### src/tsl_defines.svh
// Constants for the task pointer loader: register offsets, fields, block layout, reset values
// What this block does
// Legacy mode ignores the upper 32 base bits of the task block descriptor.
// In 64-bit mode the descriptor is 16 bytes, giving a 64-bit base.
// Upper base bits are fetched only by a pointer load in 64-bit mode.
// Compatibility mode reads an 8-byte descriptor; long mode needs the 64-bit block type.
// Compatibility and 64-bit modes use the full 64-bit base of the pointer register.
// Static block fields are read on a switch, never written back on suspend.
// Dynamic block fields are read on a switch and written back on suspend.
// Only the first 104 bytes of the task block are touched.
// A pointer load reads or writes no task block field.
// A pointer load fills the register and marks busy, without switching tasks.
// Bytes 01h-00h hold the previous task selector, a dynamic field.
// Bytes 1Bh-04h hold three static stack selector and offset pairs.
// Bytes 1Fh-1Ch hold the static page table base, loaded for the new task.
// Bytes 23h-20h hold the dynamic resume instruction pointer.
// Bytes 27h-24h hold the dynamic flags image taken at suspend.
// Bytes 47h-28h hold eight dynamic general registers in fixed order.
// Bytes 5Fh-48h hold six dynamic segment selectors, each in a low half.
// Bytes 63h-60h hold the static local table selector.
// Trap bit 0 of byte 64h in the new block raises a debug exception.
// Bytes 67h-66h hold the static 16-bit offset of the permission map.
// Software places the permission map above byte 103, within 64 Kbytes.
// Software fills the last permission map byte with all ones.
// A descriptor limit below 67h raises the invalid block fault on a switch.
// Descriptor bit 9 is busy; a transfer to a busy task raises protection fault.
// The pointer register has a visible selector and a hidden fetched descriptor.
// Loading an available 64-bit block sets busy, which is never cleared.
// A switch writes all outgoing dynamic fields before reading the incoming block.
`ifndef TSL_DEFINES_SVH
`define TSL_DEFINES_SVH

`define TSL_OFS_CTRL 12'h000
`define TSL_OFS_SEL 12'h004
`define TSL_OFS_GDT_LO 12'h008
`define TSL_OFS_GDT_HI 12'h00c
`define TSL_OFS_STATUS 12'h010
`define TSL_OFS_TR_SEL 12'h014
`define TSL_OFS_TR_BASE_LO 12'h018
`define TSL_OFS_TR_BASE_HI 12'h01c
`define TSL_OFS_TR_LIMIT 12'h020
`define TSL_OFS_TR_ATTR 12'h024
`define TSL_OFS_BLOCK 12'h100

`define TSL_CTRL_LOAD_BIT 0
`define TSL_CTRL_SWITCH_BIT 1
`define TSL_STAT_BUSY_BIT 0
`define TSL_STAT_DONE_BIT 1
`define TSL_STAT_TS_BIT 2
`define TSL_STAT_GP_BIT 3
`define TSL_STAT_DB_BIT 4

`define TSL_BLOCK_WORDS 26
`define TSL_W_LINK 5'd0
`define TSL_W_PTB 5'd7
`define TSL_W_IP 5'd8
`define TSL_W_FLAGS 5'd9
`define TSL_W_SEG_LAST 5'd23
`define TSL_W_LDT 5'd24
`define TSL_W_TRAP 5'd25
`define TSL_W_LAST 5'd25
`define TSL_TRAP_BIT 0
`define TSL_IOMAP_LSB 16

`define TSL_D_TYPE_LSB 8
`define TSL_D_BUSY_BIT 9
`define TSL_D_S_BIT 12
`define TSL_D_P_BIT 15
`define TSL_D_G_BIT 23
`define TSL_D_TYPE_MASK 4'hd
`define TSL_D_TYPE_TSS 4'h9
`define TSL_MIN_LIMIT 32'h0000_0067
`define TSL_SEL_TI_BIT 2

`define TSL_RST_WORD 32'h0000_0000
`define TSL_RST_BASE 64'h0000_0000_0000_0000

`endif

### src/tsl_pkg.sv
// Types shared by the task pointer loader files
package tsl_pkg;
	typedef enum logic [1:0] {
		TSL_MODE_LEGACY = 2'b00,
		TSL_MODE_COMPAT = 2'b01,
		TSL_MODE_LM64 = 2'b10
	} tsl_mode_t;

	typedef enum logic [2:0] {
		TSL_S_IDLE = 3'b000,
		TSL_S_DESC = 3'b001,
		TSL_S_CHECK = 3'b010,
		TSL_S_SAVE = 3'b011,
		TSL_S_LOAD = 3'b100,
		TSL_S_MARK = 3'b101
	} tsl_state_t;
endpackage

### src/tsl_desc_if.sv
// Descriptor words in, decoded fields out
`timescale 1ns/1ns
interface tsl_desc_if;
	logic [31:0] w0;
	logic [31:0] w1;
	logic [31:0] w2;
	tsl_pkg::tsl_mode_t mode;
	logic [63:0] base;
	logic [31:0] limit;
	logic busy;
	logic type_ok;
	logic limit_ok;
	modport dec (input w0, w1, w2, mode, output base, limit, busy, type_ok, limit_ok);
	modport eng (output w0, w1, w2, mode, input base, limit, busy, type_ok, limit_ok);
endinterface

### src/tsl_desc_dec.sv
// Decoder of a task block descriptor
`timescale 1ns/1ns
`include "tsl_defines.svh"
module tsl_desc_dec (
	// Descriptor carrier
	tsl_desc_if.dec dp
);
	import tsl_pkg::*;

	logic [19:0] raw_limit;
	logic [3:0] dtype;

	always_comb begin
		raw_limit = {dp.w1[19:16], dp.w0[15:0]};
		dtype = dp.w1[`TSL_D_TYPE_LSB +: 4];
		// narrow descriptor base
		dp.base[31:0] = {dp.w1[31:24], dp.w1[7:0], dp.w0[31:16]};
		// upper base from 64-bit only
		dp.base[63:32] = (dp.mode == TSL_MODE_LM64) ? dp.w2 : 32'h0000_0000;
		dp.limit = dp.w1[`TSL_D_G_BIT] ? {raw_limit, 12'hfff} : {12'h000, raw_limit};
		// busy flag
		dp.busy = dp.w1[`TSL_D_BUSY_BIT];
		dp.type_ok = dp.w1[`TSL_D_P_BIT] & ~dp.w1[`TSL_D_S_BIT] & ((dtype & `TSL_D_TYPE_MASK) == `TSL_D_TYPE_TSS);
		// least limit
		dp.limit_ok = dp.limit >= `TSL_MIN_LIMIT;
	end
endmodule

### src/tsl_loader.sv
// Task pointer register loader and task block save and restore engine
//
// Chosen here: the register offsets and the AHB-Lite register port.
`timescale 1ns/1ns
`include "tsl_defines.svh"
module tsl_loader (
	// Clock and reset
	input wire logic hclk,
	input wire logic hresetn,
	// AHB-Lite slave
	input wire logic hsel,
	input wire logic [31:0] haddr,
	input wire logic [1:0] htrans,
	input wire logic hwrite,
	input wire logic [2:0] hsize,
	input wire logic [31:0] hwdata,
	input wire logic hready,
	output logic hreadyout,
	output logic [31:0] hrdata,
	output logic hresp,
	// Core operating mode
	input wire tsl_pkg::tsl_mode_t cpu_mode,
	// System memory master
	output logic mem_req,
	output logic mem_we,
	output logic [63:0] mem_addr,
	output logic [31:0] mem_wdata,
	input wire logic [31:0] mem_rdata,
	input wire logic mem_ack,
	// Exceptions
	output logic debug_exception,
	output logic invalid_task_block_fault,
	output logic general_protection_fault
);
	import tsl_pkg::*;

	tsl_desc_if dif();

	tsl_desc_dec u_dec (
		.dp(dif.dec)
	);

	// Bus pipeline
	logic ap_wr, next_ap_wr;
	logic ap_rd, next_ap_rd;
	logic rd_wait, next_rd_wait;
	logic [11:0] ap_addr, next_ap_addr;
	logic [31:0] next_hrdata;
	logic [31:0] rd_mux;
	logic xfer;

	// Registers and engine
	logic [63:0] gdt_base, next_gdt_base;
	logic [15:0] sel_req, next_sel_req;
	logic [15:0] tgt_sel, next_tgt_sel;
	logic [15:0] tr_sel, next_tr_sel;
	logic [63:0] tr_base, next_tr_base;
	logic [31:0] tr_limit, next_tr_limit;
	logic [31:0] tr_attr, next_tr_attr;
	logic tr_valid, next_tr_valid;
	logic [4:1] stat, next_stat;
	logic [31:0] blk [0:`TSL_BLOCK_WORDS-1];
	logic [31:0] next_blk [0:`TSL_BLOCK_WORDS-1];
	tsl_state_t st, next_st;
	logic is_sw, next_is_sw;
	logic [4:0] cnt, next_cnt;
	logic [31:0] w0, next_w0;
	logic [31:0] w1, next_w1;
	logic [31:0] w2, next_w2;
	logic next_mem_req, next_mem_we;
	logic [63:0] next_mem_addr;
	logic [31:0] next_mem_wdata;
	logic next_db, next_ts, next_gp, next_done;
	logic wr_hit;
	logic go_load, go_switch;
	logic [4:0] desc_last;
	logic [63:0] gdt_eff;
	logic [63:0] desc_addr;
	logic [63:0] old_base;
	logic [31:0] busy_w1;
	logic [4:0] blk_idx;

	function automatic logic is_dyn(input logic [4:0] idx);
		// dynamic words
		is_dyn = (idx == `TSL_W_LINK) | ((idx >= `TSL_W_IP) & (idx <= `TSL_W_SEG_LAST));
	endfunction

	assign dif.w0 = w0;
	assign dif.w1 = w1;
	assign dif.w2 = w2;
	assign dif.mode = cpu_mode;

	assign xfer = hsel & htrans[1] & hready;
	assign hreadyout = ~(ap_rd & ~rd_wait);
	assign hresp = 1'b0;

	always_comb begin
		blk_idx = ap_addr[6:2];
		rd_mux = 32'h0000_0000;
		unique case (ap_addr)
			`TSL_OFS_SEL: rd_mux = {16'h0000, sel_req};
			`TSL_OFS_GDT_LO: rd_mux = gdt_base[31:0];
			`TSL_OFS_GDT_HI: rd_mux = gdt_base[63:32];
			`TSL_OFS_STATUS: rd_mux = {27'h0, stat, st != TSL_S_IDLE};
			`TSL_OFS_TR_SEL: rd_mux = {16'h0000, tr_sel};
			`TSL_OFS_TR_BASE_LO: rd_mux = tr_base[31:0];
			`TSL_OFS_TR_BASE_HI: rd_mux = tr_base[63:32];
			`TSL_OFS_TR_LIMIT: rd_mux = tr_limit;
			`TSL_OFS_TR_ATTR: rd_mux = tr_attr;
			default: begin
				if (ap_addr[11:7] == `TSL_OFS_BLOCK >> 7 && blk_idx <= `TSL_W_LAST) begin
					rd_mux = blk[blk_idx];
				end
			end
		endcase
	end

	always_comb begin
		next_ap_wr = hready ? (xfer & hwrite) : ap_wr;
		next_ap_rd = hready ? (xfer & ~hwrite) : ap_rd;
		next_ap_addr = xfer ? haddr[11:0] : ap_addr;
		next_rd_wait = ap_rd & ~rd_wait;
		next_hrdata = (ap_rd & ~rd_wait) ? rd_mux : hrdata;
	end

	always_ff @(posedge hclk or negedge hresetn) begin
		if (!hresetn) begin
			ap_wr <= 1'b0;
			ap_rd <= 1'b0;
			rd_wait <= 1'b0;
			ap_addr <= 12'h000;
			hrdata <= `TSL_RST_WORD;
		end else begin
			ap_wr <= next_ap_wr;
			ap_rd <= next_ap_rd;
			rd_wait <= next_rd_wait;
			ap_addr <= next_ap_addr;
			hrdata <= next_hrdata;
		end
	end

	always_comb begin
		wr_hit = ap_wr & (ap_addr == `TSL_OFS_CTRL);
		go_load = wr_hit & hwdata[`TSL_CTRL_LOAD_BIT];
		go_switch = wr_hit & hwdata[`TSL_CTRL_SWITCH_BIT];
		// descriptor length by mode
		desc_last = (cpu_mode == TSL_MODE_LM64) ? 5'd3 : 5'd1;
		// legacy table base
		gdt_eff = (cpu_mode == TSL_MODE_LEGACY) ? {32'h0000_0000, gdt_base[31:0]} : gdt_base;
		desc_addr = gdt_eff + {48'h0000_0000_0000, tgt_sel[15:3], 3'b000} + {59'h0, cnt[2:0], 2'b00};
		// base width by mode
		old_base = (cpu_mode == TSL_MODE_LEGACY) ? {32'h0000_0000, tr_base[31:0]} : tr_base;
		busy_w1 = w1 | (32'h1 << `TSL_D_BUSY_BIT);

		next_gdt_base = gdt_base;
		next_sel_req = sel_req;
		next_tgt_sel = tgt_sel;
		next_tr_sel = tr_sel;
		next_tr_base = tr_base;
		next_tr_limit = tr_limit;
		next_tr_attr = tr_attr;
		next_tr_valid = tr_valid;
		next_st = st;
		next_is_sw = is_sw;
		next_cnt = cnt;
		next_w0 = w0;
		next_w1 = w1;
		next_w2 = w2;
		next_mem_req = mem_req;
		next_mem_we = mem_we;
		next_mem_addr = mem_addr;
		next_mem_wdata = mem_wdata;
		next_db = 1'b0;
		next_ts = 1'b0;
		next_gp = 1'b0;
		next_done = 1'b0;
		for (int i = 0; i < `TSL_BLOCK_WORDS; i++) begin
			next_blk[i] = blk[i];
		end

		if (ap_wr) begin
			unique case (ap_addr)
				`TSL_OFS_SEL: next_sel_req = hwdata[15:0];
				`TSL_OFS_GDT_LO: next_gdt_base[31:0] = hwdata;
				`TSL_OFS_GDT_HI: next_gdt_base[63:32] = hwdata;
				default: begin
					if (st == TSL_S_IDLE && ap_addr[11:7] == `TSL_OFS_BLOCK >> 7 && blk_idx <= `TSL_W_LAST) begin
						next_blk[blk_idx] = hwdata;
					end
				end
			endcase
		end

		unique case (st)
			TSL_S_IDLE: begin
				if (go_load | go_switch) begin
					next_is_sw = ~go_load;
					next_tgt_sel = sel_req;
					next_cnt = 5'd0;
					if (~go_load & (cpu_mode != TSL_MODE_LEGACY)) begin
						next_gp = 1'b1;
					end else if (sel_req[`TSL_SEL_TI_BIT]) begin
						next_gp = 1'b1;
					end else begin
						next_st = TSL_S_DESC;
					end
				end
			end
			TSL_S_DESC: begin
				// fetch hidden descriptor part
				if (!mem_req) begin
					next_mem_req = 1'b1;
					next_mem_we = 1'b0;
					next_mem_addr = desc_addr;
				end else if (mem_ack) begin
					next_mem_req = 1'b0;
					unique case (cnt[1:0])
						2'd0: next_w0 = mem_rdata;
						2'd1: next_w1 = mem_rdata;
						2'd2: next_w2 = mem_rdata;
						2'd3: next_w2 = w2;
					endcase
					if (cnt == desc_last) begin
						next_st = TSL_S_CHECK;
					end else begin
						next_cnt = cnt + 5'd1;
					end
				end
			end
			TSL_S_CHECK: begin
				next_cnt = 5'd0;
				next_st = TSL_S_IDLE;
				if (cnt == 5'd1) begin
					next_w2 = 32'h0000_0000;
				end
				if (!dif.type_ok) begin
					next_gp = 1'b1;
				// busy target refused
				end else if (dif.busy) begin
					next_gp = 1'b1;
				// short limit on switch
				end else if (is_sw & ~dif.limit_ok) begin
					next_ts = 1'b1;
				// load skips block access
				end else if (!is_sw) begin
					next_cnt = 5'd1;
					next_st = TSL_S_MARK;
				// save before load
				end else if (tr_valid) begin
					next_st = TSL_S_SAVE;
				end else begin
					next_st = TSL_S_LOAD;
				end
			end
			TSL_S_SAVE: begin
				// only dynamic words written
				if (!is_dyn(cnt)) begin
					next_cnt = cnt + 5'd1;
				end else if (!mem_req) begin
					next_mem_req = 1'b1;
					next_mem_we = 1'b1;
					next_mem_addr = old_base + {57'h0, cnt, 2'b00};
					next_mem_wdata = blk[cnt];
				end else if (mem_ack) begin
					next_mem_req = 1'b0;
					next_mem_we = 1'b0;
					next_cnt = cnt + 5'd1;
				end
				if (cnt == `TSL_W_LAST) begin
					next_cnt = 5'd0;
					next_st = TSL_S_LOAD;
				end
			end
			TSL_S_LOAD: begin
				// read all 104 bytes
				if (!mem_req) begin
					next_mem_req = 1'b1;
					next_mem_we = 1'b0;
					next_mem_addr = dif.base + {57'h0, cnt, 2'b00};
				end else if (mem_ack) begin
					next_mem_req = 1'b0;
					next_blk[cnt] = mem_rdata;
					if (cnt == `TSL_W_LAST) begin
						next_cnt = 5'd1;
						next_st = TSL_S_MARK;
					end else begin
						next_cnt = cnt + 5'd1;
					end
				end
			end
			TSL_S_MARK: begin
				next_cnt = 5'd1;
				// set busy in descriptor
				if (!mem_req) begin
					next_mem_req = 1'b1;
					next_mem_we = 1'b1;
					next_mem_addr = desc_addr;
					next_mem_wdata = busy_w1;
				end else if (mem_ack) begin
					next_mem_req = 1'b0;
					next_mem_we = 1'b0;
					// full base kept in register
					next_tr_sel = tgt_sel;
					next_tr_base = dif.base;
					next_tr_limit = dif.limit;
					next_tr_attr = busy_w1;
					next_tr_valid = 1'b1;
					next_done = 1'b1;
					// trap bit of new block
					next_db = is_sw & blk[`TSL_W_TRAP][`TSL_TRAP_BIT];
					next_st = TSL_S_IDLE;
				end
			end
			default: begin
				next_st = TSL_S_IDLE;
				next_mem_req = 1'b0;
			end
		endcase

		next_stat = stat;
		if (ap_wr && ap_addr == `TSL_OFS_STATUS) begin
			next_stat = stat & ~hwdata[4:1];
		end
		next_stat = next_stat | {next_db, next_gp, next_ts, next_done};
	end

	always_ff @(posedge hclk or negedge hresetn) begin
		if (!hresetn) begin
			gdt_base <= `TSL_RST_BASE;
			sel_req <= 16'h0000;
			tgt_sel <= 16'h0000;
			tr_sel <= 16'h0000;
			tr_base <= `TSL_RST_BASE;
			tr_limit <= `TSL_RST_WORD;
			tr_attr <= `TSL_RST_WORD;
			tr_valid <= 1'b0;
			stat <= 4'h0;
			st <= TSL_S_IDLE;
			is_sw <= 1'b0;
			cnt <= 5'd0;
			w0 <= `TSL_RST_WORD;
			w1 <= `TSL_RST_WORD;
			w2 <= `TSL_RST_WORD;
			mem_req <= 1'b0;
			mem_we <= 1'b0;
			mem_addr <= `TSL_RST_BASE;
			mem_wdata <= `TSL_RST_WORD;
			debug_exception <= 1'b0;
			invalid_task_block_fault <= 1'b0;
			general_protection_fault <= 1'b0;
			for (int i = 0; i < `TSL_BLOCK_WORDS; i++) begin
				blk[i] <= `TSL_RST_WORD;
			end
		end else begin
			gdt_base <= next_gdt_base;
			sel_req <= next_sel_req;
			tgt_sel <= next_tgt_sel;
			tr_sel <= next_tr_sel;
			tr_base <= next_tr_base;
			tr_limit <= next_tr_limit;
			tr_attr <= next_tr_attr;
			tr_valid <= next_tr_valid;
			stat <= next_stat;
			st <= next_st;
			is_sw <= next_is_sw;
			cnt <= next_cnt;
			w0 <= next_w0;
			w1 <= next_w1;
			w2 <= next_w2;
			mem_req <= next_mem_req;
			mem_we <= next_mem_we;
			mem_addr <= next_mem_addr;
			mem_wdata <= next_mem_wdata;
			debug_exception <= next_db;
			invalid_task_block_fault <= next_ts;
			general_protection_fault <= next_gp;
			for (int i = 0; i < `TSL_BLOCK_WORDS; i++) begin
				blk[i] <= next_blk[i];
			end
		end
	end
endmodule

### config.mk
export PLATFORM = sky130hd
export DESIGN_NAME = tsl_loader
export DESIGN_NICKNAME = d
export VERILOG_FILES = /design/src/tsl_pkg.sv /design/src/tsl_desc_if.sv /design/src/tsl_desc_dec.sv /design/src/tsl_loader.sv
export VERILOG_INCLUDE_DIRS = /design/src
export SDC_FILE = /design/constraint.sdc
export NUM_CORES = 2
export LEC_CHECK = 0
export BUFFER_PORTS_ARGS = -buffer_cell sky130_fd_sc_hd__buf_2
export CAP_MARGIN = 0
export CORE_AREA = 2 2 397 399
export DETAILED_ROUTE_END_ITERATION = 8
export DIE_AREA = 0 0 399 401
export PLACE_DENSITY_LB_ADDON = 0.2
export SLEW_MARGIN = 10
export SYNTH_ARGS = -nofsm -noshare
export SYNTH_HDL_FRONTEND = slang
export SYNTH_HIERARCHICAL = 1
export SYNTH_SLANG_ARGS = --single-unit
### constraint.sdc
create_clock -name hclk -period 4.8 [get_ports hclk]
set_input_delay 0.72 -clock hclk [delete_from_list [all_inputs] [get_ports hclk]]
set_output_delay 0.72 -clock hclk [all_outputs]
set_load 0.005 [all_outputs]
==> impl_summary.md <==
Timing
The worst path needs roughly 4.2 ns of the cycle, external delays included. Between clock sinks in the finished design, the worst skew comes to 0.02745 ns. Setup repair after global routing left no endpoint under its margin. Based on the critical path, the design can be clocked at up to roughly 240 MHz. The count of endpoints failing hold in the final timing report is 0. Headroom to the max-slew limit came out at 0.07494. The number of failing setup endpoints in the final timing report is 0. The number of pins with negative max-slew slack in the final report is 0. Setup total negative slack on the finished layout was measured at 0 ns. Dividing the final minimum period by the clock period gives 0.8679. The transition time at the pin with the least slew margin is 1.373 ns.

Global route
Across every metal layer, demand over resource in global routing totals 0.3951. The via count of the first global-routing pass came to roughly 61000. The first global-routing pass estimated 453.3 mm of wire. For this run the aggregate overflow at the end of global routing stands at 0. The largest net degree at the start of global routing is ~120. The initial antenna violation count was 31.

Clocking
The longest clock path from root to sink contains 3 buffers. The H-tree generated during clock tree synthesis spans 4 levels. CTS saw approximately 1300 sinks. The later pin in the worst-skew pair is clocked with a latency of around 0.82 ns. The tree is rooted in a clkbuf_16. TritonCTS built the clock tree. Clock-pin slew was measured on the worst setup and hold paths at around 0.07 ns.

The number of post-CTS setup repair buffers is 0. TritonCTS created 148 clock buffers.

Critical path
The sort of element at the start of the critical path is a flip-flop. For flop-to-flop paths, the worst setup slack is about 0.63 ns. The critical path in this run is classified as flip-flop to flip-flop.

The type of element capturing the critical path is a flip-flop. The critical path starts at st[1]. The data required time at the worst endpoint is approximately 5.5 ns.

The worst register-to-register path begins at st[1]. Of all nets on the critical path, the largest fanout is 10. STA puts the critical path data arrival time at 4.84 ns.

Drt
The mean routed wirelength per cell is 34.28 microns. The number of detailed-routing iterations run before antenna repair is 6. The remaining routing DRC violations is 0. In this run, the number of DRC markers left after iteration 0 of detailed routing was 8739.

The routed layout has between 60000 and 70000 vias. The number of nets with antenna violations after routing is 0. The detail-routed via count per cell is between 6 and 7. The total length of routed wires is 318.6 mm.

Yosys
The biggest area contributor in the post-synthesis netlist is dfrtp_1. The predominant post-synthesis flop cell is dfrtp_1. The number of distinct library cells after synthesis is slightly above 90. The number of warnings issued by yosys is 6. The netlist area before placement is between 70000 and 80000 sq um. The mean cell area of the mapped netlist is 10.66 sq um. By area the synthesized netlist is led by dfrtp_1 43%, mux2i_1 12%, mux4_2 12%. Of the post-synthesis cell area, the dominant cell type holds 0.4293. For this run, asynchronously set or reset flops after synthesis account for 1.000. In this run, synthesis produced a sequential element count of 1329. The instance count of the mapped netlist is ~7300. The number of nets handed over by synthesis was between 7000 and 8000. The fraction of the yosys area taken by sequential cells is 0.4293.

The count of flip-flops with a built-in enable after synthesis is 0.

Final layout
The net count reported at finish is a little over 7000. The layout cell share with drive strength beyond 1 is 0.2194. Leaving out fill and tap cells, the most frequent cells in the layout are 1319 x dfrtp_1, 997 x nor2_1, 966 x mux2i_1. Leaving out fill and tap cells, the most frequent cell in the layout is dfrtp_1. The signed area change from the synthesized netlist to the final layout is 10.97%.

Worst hold path
The startpoint of the most critical hold path is hwrite. The min-delay analysis places its worst path in the category input port to flip-flop.

Outcome
The run finished with clean final reports.

Placement
Buffers placed on the I/O ports in this run total roughly 220. Summed over all nets, the half-perimeter wirelength after detailed placement is around 210 mm. The weighted congestion at the end of routability-driven global placement is approximately 0.98.

Power and ir drop
Dividing total power by cell area gives a power density of roughly 380 nW/um^2. The peak supply drop is ~0.00035 V. The overall power is ~33 mW.

In this run the static leakage power is around 36 nW.

Floorplanning
The starting utilization of the core area is 0.4977. The die height is between 400 and 500 microns. In this run the core area contains 145 standard-cell rows.

The die area is ~160000 sq um. The die is approximately 400 microns wide. Pin placement for this block handled 244 I/O pins. The placeable core region is roughly 160000 sq um.

Job
The number of maximum-capacitance constraint violations is 0.
## synthesized netlist by cell type, drive strengths merged, types with 6 or more instances
cell        n
or3         7
a222oi     13
nor4       14
xnor2      66
nor2b      22
o21a        6
nor3b       6
buf       233
and3       48
nand4      40
o22ai      37
and4       10
or2        19
nor3       68
a31oi      10
ha         35
a211o       7
a211oi     13
o221a      23
nand3      76
a22o       76
mux4      400
a221o       7
mux2i     966
a21oi     948
inv        30
clkbuf    549
mux2      339
o21ai     183
o221ai     54
xor2       48
nor2     1027
a22oi      66
o2111ai     9
nand2b     13
o211ai     20
a21o       10
dfrtp    1329
nand2     241
a221oi     43
and2       55
nand3b      6
a41oi      29
## worst max-delay path, cell delays in order (launching register included)
cell and delay, ns:
dfrtp_1 0.42, buf_4 0.20, or3b_2 0.58, nand2_1 0.12, nand2_1 0.06, ha_1 0.36
a21o_1 0.14, a21oi_1 0.10, a211o_1 0.55, nor4b_4 0.53, nand2_1 0.30, nor4b_2 0.34
xor2_1 0.21, o221ai_1 0.13
## what timing repair did
action	in CTS	in global routing
gates resized for setup	0	0
endpoints found under the setup margin	0	0
hold buffers	1	0
hold endpoints to repair	53	0
## path summary, 6_finish.rpt
check,end,depth (start not counted)
max,mem_addr[53],13
min,ap_rd,2
max reg2reg,mem_addr[53],13
min reg2reg,mem_addr[3],2
max in group asynchronous,blk[499],3
min in group asynchronous,gdt_base[44],2
## flip-flops by register name, indices dropped and copies added (netlist names), 3 cells and up
signal,flops
cnt,5
st,3
gdt_base,64
tgt_sel,16
tr_limit,32
hrdata,32
tr_sel,16
dif.w1,32
dif.w2,32
mem_wdata,32
sel_req,16
stat,4
dif.w0,32
blk,832
tr_base,64
mem_addr,64
ap_addr,12
tr_attr,32
## stage by stage
step | std cells | utilization | instance area [sq um] | worst slack, ns | hold WS, ns
5_1_grt | 9288 | 0.5522 | 85950 | 0.5226 | 0.1008
3_3_place_gp | 9014 | 0.5193 | 80830 | 0.6940 | 0.4591
4_1_cts | 9282 | 0.5521 | 85930 | 0.6751 | 0.06935
6_report | 9295 | 0.5523 | 85970 | 0.6342 | 0.1111
3_5_place_dp | 9014 | 0.5193 | 80830 | 0.6714 | 0.4685
2_1_floorplan | 7266 | - | 77470 | 0.1353 | 0.4244
## final cells by class
cell class,instances,area [sq um]
fillers,13440,69700
flip-flops and latches,1329,33280
multi-input cells,5124,41330
repair buffers,473,3536
well taps,2058,2575
clock buffers,211,4354
diodes,13,32.53
inverters,31,116.4
clock inverters,56,742.0
## metal layers
layer | global-route usage | vias to the layer above | share of wire
met3 | 0.1160 | 1107 | 0.11
met4 | 0.2638 | 22 | 0.082
met1 | 0.5029 | 31690 | 0.37
li1 | - | 26310 | -
met2 | 0.5836 | 4033 | 0.44
met5 | 0 | - | 0.00046
## power breakdown
group | total, mW | leakage (nW) | internal [mW] | switching (mW)
clock | 12.2 | 2.52 | 7.13 | 5.06
combinational | 7.39 | 15.3 | 2.69 | 4.70
sequential | 13.2 | 18.3 | 12.0 | 1.20
## logic make-up after synthesis
| group | count (synthesis) | synth area share |
|---|---|---|
| mux | 1705 | 0.2906 |
| flops | 1329 | 0.4293 |
| compound gates | 1597 | 0.1238 |
| fa+ha+maj | 39 | 0.006687 |
| buf+inv | 813 | 0.04338 |
| simple gates | 1668 | 0.09334 |
| other cells | 1 | 0.00004841 |
| xor+xnor | 114 | 0.01289 |
Power figures use the tool's default switching activity.
